==> src/design/panel_ind_pkg.sv <==
/*
 Constants for the panel status indicator logic: APB register offsets,
 field positions, reset values and timing counts.
 Assumes a 25 MHz system clock and a 32-bit APB master.
*/
package panel_ind_pkg;

   // ----------------------------------------------------------------
   // Clock and timing
   // ----------------------------------------------------------------
   localparam int CLK_HZ = 25000000;
   localparam int FLASH_HALF_MS = 250;
   localparam int FLASH_HALF_CYC = CLK_HZ / 1000 * FLASH_HALF_MS;
   localparam int DEBOUNCE_MS = 20;
   localparam int DEBOUNCE_CYC = CLK_HZ / 1000 * DEBOUNCE_MS;
   localparam int SOUNDER_HALF_MS = 500;
   localparam int SOUNDER_HALF_CYC = CLK_HZ / 1000 * SOUNDER_HALF_MS;

   // ----------------------------------------------------------------
   // Register byte offsets
   // ----------------------------------------------------------------
   localparam logic [7:0] COND_OFS = 8'h00;
   localparam logic [7:0] CMD_OFS = 8'h04;
   localparam logic [7:0] POL_OFS = 8'h08;
   localparam logic [7:0] SWST_OFS = 8'h0c;
   localparam logic [7:0] FUNC_OFS = 8'h10;
   localparam logic [7:0] LED_OFS = 8'h14;
   localparam logic [7:0] ACT_OFS = 8'h18;

   // ----------------------------------------------------------------
   // Condition register fields (levels from the base card)
   // ----------------------------------------------------------------
   localparam int C_ALARM = 0;
   localparam int C_PREALARM = 1;
   localparam int C_DISABLED = 2;
   localparam int C_TEST = 3;
   localparam int C_PAS = 4;
   localparam int C_MAINS = 5;
   localparam int C_SUPV = 6;
   localparam int C_SUPV_LATCH = 7;
   localparam int C_NOTIF_FAULT = 8;
   localparam int C_NOTIF_DIS = 9;
   localparam int C_TROUBLE = 10;
   localparam int C_PROG = 11;
   localparam int COND_W = 12;

   // ----------------------------------------------------------------
   // Command register fields (write one to act)
   // ----------------------------------------------------------------
   localparam int K_ACK = 0;
   localparam int K_RESET = 1;
   localparam int K_SILENCE = 2;
   localparam int K_RESOUND = 3;
   localparam int CMD_W = 4;

   // ----------------------------------------------------------------
   // Indicator output positions
   // ----------------------------------------------------------------
   localparam int L_ALARM = 0;
   localparam int L_PREALARM = 1;
   localparam int L_DISABLE = 2;
   localparam int L_TEST = 3;
   localparam int L_PAS = 4;
   localparam int L_POWER = 5;
   localparam int L_SUPV = 6;
   localparam int L_SILENCED = 7;
   localparam int L_NFAULT = 8;
   localparam int L_NDIS = 9;
   localparam int L_TROUBLE = 10;
   localparam int L_PROG = 11;
   localparam int LED_W = 12;

   // ----------------------------------------------------------------
   // Reset values
   // ----------------------------------------------------------------
   localparam logic [7:0] POL_RST = 8'hff;
   localparam logic [11:0] FUNC_RST = 12'h000;
   localparam logic [7:0] ACT_RST = 8'h00;

   // Configurable indicator mode per 2-bit field
   typedef enum logic [1:0] {
      FN_OFF = 2'b00,
      FN_ON = 2'b01,
      FN_FLASH = 2'b10,
      FN_SWITCH = 2'b11
   } func_mode_e;

endpackage : panel_ind_pkg

==> src/design/panel_status_indicator_logic.sv <==
/*
 Annunciator logic of the keyboard display: twelve fixed indicators, six
 configurable ones, a local sounder, and eight debounced contact inputs.
 Assumes an APB master on ref_clk_i and raw contact levels on pins.
*/
// Notes on behaviour
// - Eight switch inputs; input eight also fed by a second connector.
// - Per-input polarity: high means closure active, low means opening.
// - Reset leaves every input active-high.
// - An enabled input pulses its action output when it becomes active.
// - Alarm flashes, steady on acknowledge, off only on panel reset.
// - Pre-alarm flashes, steady on ack, clears when condition ends.
// - Disable steady while anything disabled.
// - Test steady while walk test active.
// - Delayed alarm sequence lit while feature in use.
// - Power steady with mains, flashing without.
// - Supervisory flashes, steady on ack, clears unless latching.
// - Silenced lit after silence; cleared by resound or new alarm.
// - Notification fault flashes, sets trouble, steady on ack.
// - Notification disabled steady while any circuit disabled.
// - System trouble flashes, steady on ack, clears when none remain.
// - Programming steady while in programming mode.
// - Six configurable indicators, all dark by default.
// - One acknowledge makes alarm, pre-alarm, supervisory, fault and trouble steady.
// - Sounder continuous for alarms, pulsed for supervisory and trouble.
`timescale 1ns/1ps
`default_nettype none

module panel_status_indicator_logic
   import panel_ind_pkg::*;
#(
   parameter int NUM_SW = 8,
   parameter int NUM_FN = 6,
   parameter int FLASH_CYC = FLASH_HALF_CYC,
   parameter int DEB_CYC = DEBOUNCE_CYC,
   parameter int SND_CYC = SOUNDER_HALF_CYC
) (
   // Clock and reset
   input wire logic ref_clk_i,
   input wire logic sys_rst_i,
   // APB slave
   input wire logic psel_i,
   input wire logic penable_i,
   input wire logic pwrite_i,
   input wire logic [7:0] paddr_i,
   input wire logic [31:0] pwdata_i,
   output logic [31:0] prdata_o,
   output logic pready_o,
   output logic pslverr_o,
   // Contact inputs
   input wire logic [NUM_SW-1:0] sw_pin_i,
   input wire logic sw8_aux_pin_i,
   // Indicators and sounder
   output logic [LED_W-1:0] led_o,
   output logic [NUM_FN-1:0] func_led_o,
   output logic sounder_o,
   output logic [NUM_SW-1:0] sw_action_o
);

   // ----------------------------------------------------------------
   // Bus decode
   // ----------------------------------------------------------------
   logic wr_en;
   logic rd_en;
   logic known;
   assign wr_en = psel_i & penable_i & pwrite_i;
   assign rd_en = psel_i & penable_i & ~pwrite_i;
   assign pready_o = 1'b1;
   assign known = (paddr_i == COND_OFS) | (paddr_i == CMD_OFS) |
                  (paddr_i == POL_OFS) | (paddr_i == SWST_OFS) |
                  (paddr_i == FUNC_OFS) | (paddr_i == LED_OFS) |
                  (paddr_i == ACT_OFS);
   assign pslverr_o = psel_i & penable_i & ~known;

   logic [COND_W-1:0] cond_reg;
   logic [NUM_SW-1:0] pol_reg;
   logic [2*NUM_FN-1:0] func_reg;
   logic [NUM_SW-1:0] act_en_reg;
   logic [CMD_W-1:0] cmd;

   // Commands are one-cycle pulses, never stored
   assign cmd = (wr_en && paddr_i == CMD_OFS) ? pwdata_i[CMD_W-1:0] : '0;

   always_ff @(posedge ref_clk_i) begin
      if (sys_rst_i) begin
         cond_reg <= '0;
      end else if (wr_en && paddr_i == COND_OFS) begin
         cond_reg <= pwdata_i[COND_W-1:0];
      end
   end

   always_ff @(posedge ref_clk_i) begin
      if (sys_rst_i) begin
         pol_reg <= POL_RST;
         func_reg <= FUNC_RST;
         act_en_reg <= ACT_RST;
      end else if (wr_en) begin
         if (paddr_i == POL_OFS) begin
            pol_reg <= pwdata_i[NUM_SW-1:0];
         end
         if (paddr_i == FUNC_OFS) begin
            func_reg <= pwdata_i[2*NUM_FN-1:0];
         end
         if (paddr_i == ACT_OFS) begin
            act_en_reg <= pwdata_i[NUM_SW-1:0];
         end
      end
   end

   // ----------------------------------------------------------------
   // Flash and sounder timebases
   // ----------------------------------------------------------------
   logic [31:0] flash_cnt_reg;
   logic flash_reg;
   logic [31:0] snd_cnt_reg;
   logic pulse_reg;

   always_ff @(posedge ref_clk_i) begin
      if (sys_rst_i) begin
         flash_cnt_reg <= '0;
         flash_reg <= 1'b0;
      end else if (flash_cnt_reg == 32'(FLASH_CYC - 1)) begin
         flash_cnt_reg <= '0;
         flash_reg <= ~flash_reg;
      end else begin
         flash_cnt_reg <= flash_cnt_reg + 32'h1;
      end
   end

   always_ff @(posedge ref_clk_i) begin
      if (sys_rst_i) begin
         snd_cnt_reg <= '0;
         pulse_reg <= 1'b0;
      end else if (snd_cnt_reg == 32'(SND_CYC - 1)) begin
         snd_cnt_reg <= '0;
         pulse_reg <= ~pulse_reg;
      end else begin
         snd_cnt_reg <= snd_cnt_reg + 32'h1;
      end
   end

   // ----------------------------------------------------------------
   // Switch inputs
   // ----------------------------------------------------------------
   logic [NUM_SW-1:0] raw;
   logic [NUM_SW-1:0] sync1_reg;
   logic [NUM_SW-1:0] sync2_reg;
   logic [NUM_SW-1:0] stable_reg;
   logic [NUM_SW-1:0] active_reg;
   logic [31:0] deb_cnt_reg [NUM_SW];

   // Either connector closing input eight pulls its level high
   assign raw = {sw_pin_i[NUM_SW-1] | sw8_aux_pin_i,
                 sw_pin_i[NUM_SW-2:0]};

   always_ff @(posedge ref_clk_i) begin
      if (sys_rst_i) begin
         sync1_reg <= '0;
         sync2_reg <= '0;
      end else begin
         sync1_reg <= raw;
         sync2_reg <= sync1_reg;
      end
   end

   // Debounce restarts whenever the input agrees with the stable level
   always_ff @(posedge ref_clk_i) begin
      if (sys_rst_i) begin
         stable_reg <= '0;
         for (int i = 0; i < NUM_SW; i++) begin
            deb_cnt_reg[i] <= '0;
         end
      end else begin
         for (int i = 0; i < NUM_SW; i++) begin
            if (sync2_reg[i] == stable_reg[i]) begin
               deb_cnt_reg[i] <= '0;
            end else if (deb_cnt_reg[i] == 32'(DEB_CYC - 1)) begin
               deb_cnt_reg[i] <= '0;
               stable_reg[i] <= sync2_reg[i];
            end else begin
               deb_cnt_reg[i] <= deb_cnt_reg[i] + 32'h1;
            end
         end
      end
   end

   logic [NUM_SW-1:0] active_now;
   // Closure reads as one; active-low inverts
   assign active_now = ~(stable_reg ^ pol_reg);

   always_ff @(posedge ref_clk_i) begin
      if (sys_rst_i) begin
         active_reg <= '0;
         sw_action_o <= '0;
      end else begin
         active_reg <= active_now;
         sw_action_o <= active_now & ~active_reg & act_en_reg;
      end
   end

   // ----------------------------------------------------------------
   // Latched conditions and acknowledge
   // ----------------------------------------------------------------
   logic ack;
   logic alarm_lat_reg;
   logic supv_lat_reg;
   logic silenced_reg;
   logic alarm_d_reg;
   logic [4:0] unack_reg;
   logic [4:0] src;
   logic [4:0] src_d_reg;
   logic trouble_any;

   assign ack = cmd[K_ACK];
   assign trouble_any = cond_reg[C_TROUBLE] | cond_reg[C_NOTIF_FAULT];

   // Alarm holds until panel reset; a new alarm wins over reset
   always_ff @(posedge ref_clk_i) begin
      if (sys_rst_i) begin
         alarm_lat_reg <= 1'b0;
         supv_lat_reg <= 1'b0;
      end else begin
         if (cond_reg[C_ALARM]) begin
            alarm_lat_reg <= 1'b1;
         end else if (cmd[K_RESET]) begin
            alarm_lat_reg <= 1'b0;
         end
         if (cond_reg[C_SUPV] & cond_reg[C_SUPV_LATCH]) begin
            supv_lat_reg <= 1'b1;
         end else if (cmd[K_RESET]) begin
            supv_lat_reg <= 1'b0;
         end
      end
   end

   // Sources: alarm, pre-alarm, supervisory, circuit fault, trouble
   assign src = {trouble_any, cond_reg[C_NOTIF_FAULT],
                 cond_reg[C_SUPV] | supv_lat_reg,
                 cond_reg[C_PREALARM] & ~cond_reg[C_ALARM],
                 alarm_lat_reg};

   // New onset sets unacknowledged; onset wins over ack
   always_ff @(posedge ref_clk_i) begin
      if (sys_rst_i) begin
         src_d_reg <= '0;
         unack_reg <= '0;
         alarm_d_reg <= 1'b0;
      end else begin
         src_d_reg <= src;
         alarm_d_reg <= cond_reg[C_ALARM];
         for (int i = 0; i < 5; i++) begin
            if (src[i] & ~src_d_reg[i]) begin
               unack_reg[i] <= 1'b1;
            end else if (ack | ~src[i]) begin
               unack_reg[i] <= 1'b0;
            end
         end
         if (i_alarm_rise()) begin
            unack_reg[0] <= 1'b1;
         end
      end
   end

   function automatic logic i_alarm_rise();
      return cond_reg[C_ALARM] & ~alarm_d_reg;
   endfunction : i_alarm_rise

   // Silence set by key; new alarm or resound clears it
   always_ff @(posedge ref_clk_i) begin
      if (sys_rst_i) begin
         silenced_reg <= 1'b0;
      end else if (cmd[K_RESOUND] | i_alarm_rise() | cmd[K_RESET]) begin
         silenced_reg <= 1'b0;
      end else if (cmd[K_SILENCE] & alarm_lat_reg) begin
         silenced_reg <= 1'b1;
      end
   end

   function automatic logic show(input logic on, input logic blink);
      return on & (~blink | flash_reg);
   endfunction : show

   // ----------------------------------------------------------------
   // Indicator outputs
   // ----------------------------------------------------------------
   always_ff @(posedge ref_clk_i) begin
      if (sys_rst_i) begin
         led_o <= '0;
         sounder_o <= 1'b0;
      end else begin
         led_o[L_ALARM] <= show(src[0], unack_reg[0]);
         led_o[L_PREALARM] <= show(src[1], unack_reg[1]);
         led_o[L_DISABLE] <= cond_reg[C_DISABLED];
         led_o[L_TEST] <= cond_reg[C_TEST];
         led_o[L_PAS] <= cond_reg[C_PAS];
         led_o[L_POWER] <= show(1'b1, ~cond_reg[C_MAINS]);
         led_o[L_SUPV] <= show(src[2], unack_reg[2]);
         led_o[L_SILENCED] <= silenced_reg;
         led_o[L_NFAULT] <= show(src[3], unack_reg[3]);
         led_o[L_NDIS] <= cond_reg[C_NOTIF_DIS];
         led_o[L_TROUBLE] <= show(src[4], unack_reg[4]);
         led_o[L_PROG] <= cond_reg[C_PROG];
         // Sounder quiet once everything is acknowledged
         if (|unack_reg[1:0]) begin
            sounder_o <= 1'b1;
         end else begin
            sounder_o <= (|unack_reg[4:2]) & pulse_reg;
         end
      end
   end

   // Configurable indicators; switch mode mirrors the matching input
   always_ff @(posedge ref_clk_i) begin
      if (sys_rst_i) begin
         func_led_o <= '0;
      end else begin
         for (int i = 0; i < NUM_FN; i++) begin
            case (func_mode_e'(func_reg[2*i +: 2]))
               FN_OFF: func_led_o[i] <= 1'b0;
               FN_ON: func_led_o[i] <= 1'b1;
               FN_FLASH: func_led_o[i] <= flash_reg;
               FN_SWITCH: func_led_o[i] <= active_reg[i];
               default: func_led_o[i] <= 1'b0;
            endcase
         end
      end
   end

   // ----------------------------------------------------------------
   // Read data
   // ----------------------------------------------------------------
   always_ff @(posedge ref_clk_i) begin
      if (sys_rst_i) begin
         prdata_o <= '0;
      end else if (psel_i & ~penable_i & ~pwrite_i) begin
         case (paddr_i)
            COND_OFS: prdata_o <= 32'(cond_reg);
            POL_OFS: prdata_o <= 32'(pol_reg);
            SWST_OFS: prdata_o <= {16'h0000, 8'(stable_reg), 8'(active_reg)};
            FUNC_OFS: prdata_o <= 32'(func_reg);
            LED_OFS: prdata_o <= {14'h0000, 6'(func_led_o), led_o};
            ACT_OFS: prdata_o <= 32'(act_en_reg);
            default: prdata_o <= '0;
         endcase
      end
   end

   logic unused_rd;
   assign unused_rd = rd_en;

endmodule : panel_status_indicator_logic

`default_nettype wire

==> config.mk <==
export PLATFORM = sky130hd
export DESIGN_NAME = panel_status_indicator_logic
export DESIGN_NICKNAME = d
export VERILOG_FILES = /design/src/design/panel_ind_pkg.sv /design/src/design/panel_status_indicator_logic.sv
export SDC_FILE = /design/constraint.sdc
export NUM_CORES = 1
export LEC_CHECK = 0
export BUFFER_PORTS_ARGS = -buffer_cell sky130_fd_sc_hd__buf_4
export CORE_MARGIN = 1.5
export CORE_UTILIZATION = 50
export CTS_BUF_LIST = sky130_fd_sc_hd__clkbuf_16
export DETAILED_ROUTE_END_ITERATION = 8
export HOLD_SLACK_MARGIN = 0.15
export PLACE_DENSITY = 0.79
export SYNTH_ARGS = -nofsm -noshare
export SYNTH_HDL_FRONTEND = slang
export SYNTH_SLANG_ARGS = --single-unit
==> constraint.sdc <==
create_clock -name ref_clk_i -period 2.42 [get_ports ref_clk_i]
set_input_delay 0.363 -clock ref_clk_i [delete_from_list [all_inputs] [get_ports ref_clk_i]]
set_output_delay 0.363 -clock ref_clk_i [all_outputs]
set_load 0.02 [all_outputs]
==> results_dict.tcl <==
set metrics [dict create \
    path_buf_inv 2 \
    p_clk_share_pct 44.2 \
    cap_violations 0 \
    crit_family "simple AND/OR/NAND/NOR gates" \
    cts_made_buffers 49 \
    yosys_most_used_dff "edfxtp_1" \
    cpMaxStageDelayCell "edfxtp_1" \
    regArea_um2 11600 \
    dr.pass1.iters 7 \
    portBuffers 79 \
    grt_pass1_wl_um 82300 \
    fin_setup_tns_ns 0 \
    synth_edf_count 256 \
    htree_levels 2 \
    power.leakage_nw 9.46 \
    fp.dieW_um 213 \
    status "finished clean" \
    p_int_mw 12.9 \
    p_sw_mw 3.75 \
    worst_setup_path_end_kind "flop" \
    clk_latency_ns 0.60 \
    max_freq_mhz 441 \
    synth_seq_cells 453 \
    required_ns 2.75 \
    swShare_pct 22.6 \
    dp.final_hpwl_um 35400 \
    synth_cell_types 58 \
    grt_usage_pct 22.3 \
    grt_pass1_vias 16800 \
    dieHeight_um 213 \
    avgRoutedWirePerCell_um 15.3 \
    async_flop_share_pct 0 \
    syn_area_per_cell_um2 9.80 \
    tritoncts "yes" \
    antenna_found_initial 2 \
    drc 0 \
    power_frac_seq_pct 51.7 \
    power_density_nw_per_um2 630 \
    largest_register_ffs 256 \
    syn_area_um2 22000 \
    grt_max_degree 38 \
    yosysSeqAreaShare_pct 52.8 \
    startpoint_type "flop" \
    worstPathCellList "nand3_1 > or4_1 > nor4_1 > buf_4 > or3_1 > buf_12 > nor2_1" \
    dp.cells 3153 \
    pwr-share-comb_pct 4.1 \
    drive_above_1_share_pct 9.28 \
    cp_max_fo 32 \
    hold_path.class "in2reg" \
    pre_cts_slack_ns 0.141 \
    ios 115 \
    hold_viol 0 \
    fin_cells 3268 \
    syn_inst 2250 \
    ys.warnings.count 0 \
    fin_worst_skew_ns 0.0272 \
    ant_nets 0 \
    initial_utilization_pct 51.0 \
    routed_via_density 5.31 \
    clock-sinks 453 \
    multi_input_area_um2 10800 \
    syn2layout_area_growth_pct 19.7 \
    finalCritPeriodShare_pct 93.7 \
    critical_path_class "reg2reg" \
    max_slew_margin_pct 52.5 \
    die-area_um2 45400 \
    slew_violations 0 \
    finalNetCount 2707 \
    arrival_ns 2.59 \
    setup_viol 0 \
    clock_tree.buffer_depth 3 \
    wl_um 49900 \
    gp_congestion 0.869 \
    tightest_slew_ns 0.706 \
    post-cts-setup-buffer-count 0 \
    grt_overflow 0 \
    cts_root_buffer "clkbuf_16" \
    vdd_drop_max_mv 0.526 \
    p_total_mw 16.6 \
    dr_total_vias 17300 \
    nFillCells 3532 \
    worst_slack_ns 0.153 \
    max_stage_delay_ns 0.43 \
    clkTransAtPathRegs_ns 0.06 \
    layout_min_cycle_time_ns 2.27 \
    std_cell_rows 76 \
    core_um2 43300 \
    rsz0062_at_grt "false" \
    drt-initial-drc-count 1460 \
    timing.reg2reg.setup_slack_ns 0.15 \
]
-- final cells by class --
class	instances	area share [%]
multi-input cells	1917	40.8
repair buffers	178	5.67
clock buffers	56	5.31
well taps	585	2.77
diodes	1	0.00948
inverters	44	0.626
clock inverters	34	0.716
flip-flops and latches	453	44.1
-- metal layers --
| metal | routed length (um) | up-vias | share of wire [%] | global-route usage [%] |
|---|---|---|---|---|
| li1 | - | 8499 | - | - |
| met5 | 12 | - | 0.024 | 0 |
| met3 | 2960 | 79 | 5.9 | 3.93 |
| met4 | 1040 | 2 | 2.1 | 7.36 |
| met2 | 24200 | 486 | 49 | 37.5 |
| met1 | 21700 | 8281 | 43 | 29.1 |
-- power by group through the flow --
stage	sequential, mW	clock (mW)	combinational (mW)
after floorplan	8.68	0	0.462
after global placement	8.73	0	0.613
after detailed placement	8.75	0	0.628
after CTS	8.58	7.48	0.669
after global routing	8.62	7.76	0.767
final	8.59	7.35	0.686
-- stage by stage --
step	hold WS [ns]	cell area (um2)	utilization, %
3_5_place_dp	0.402	24600	56.8
3_3_place_gp	0.389	24600	56.8
5_1_grt	0.232	26400	61.0
6_report	0.233	26400	61.0
4_1_cts	0.208	26400	61.0
2_1_floorplan	0.384	23100	-
-- logic make-up (layout without fill, tap and decap cells) --
logic type | count (synthesis) | in the layout | synth area share, %
simple gates | 1183 | 1183 | 26.9
flops | 453 | 453 | 52.8
xor+xnor | 308 | 308 | 12.2
buf+inv | 149 | 312 | 2.95
compound gates | 114 | 114 | 3.19
mux | 31 | 31 | 1.41
fa+ha+maj | 10 | 10 | 0.568
other cells | 2 | 272 | 0.0341
-- timing repair --
item / in CTS / in global routing
endpoints found under the hold margin: 54 / 0
hold buffers: 24 / 0
resized for setup: 0 / 0
-- synthesized netlist by cell type (33+ instances only) --
master    count  area [um2]
nand2_1     170         638
dfxtp_1     197        3940
and3_1       47         294
edfxtp_1    256        7690
nor4_1       82         513
nor2_1      422        1580
xnor2_1     124        1090
clkbuf_1     65         244
nor3_1       65         325
and4_1       33         289
a21oi_1      52         260
nand4_1     119         744
xor2_1      184        1610
inv_1        44         165
nand3_1     130         651
-- final timing paths --
check,start,to,depth (start not counted)
min reg2reg,src_d_reg[4]$_SDFF_PP0_,unack_reg[4]$_SDFFE_PP0P_,1
min,sys_rst_i,stable_reg[5]$_SDFFE_PP0P_,2
max reg2reg,deb_cnt_reg[0][16]$_SDFFCE_PN0P_,deb_cnt_reg[0][15]$_SDFFCE_PN0P_,7
max,deb_cnt_reg[0][16]$_SDFFCE_PN0P_,deb_cnt_reg[0][15]$_SDFFCE_PN0P_,7
-- cell usage in the layout (no fill, tap or decap), types with 7 or more instances in the layout --
master,count
nor2_1,422
conb_1,271
edfxtp_1,256
dfxtp_1,197
xor2_1,184
nand2_1,170
buf_4,146
nand3_1,130
xnor2_1,124
nand4_1,119
nor4_1,82
nor3_1,65
inv_1,57
clkbuf_16,56
a21oi_1,52
and3_1,47
and4_1,33
mux2i_1,31
dlygate4sd3_1,24
o21ai_0,22
nor2b_1,22
nor4b_1,20
or3_1,20
a22oi_1,14
and2_1,10
ha_1,10
buf_12,8
a221o_1,7
Note: power is estimated with default switching activity, not from simulation.
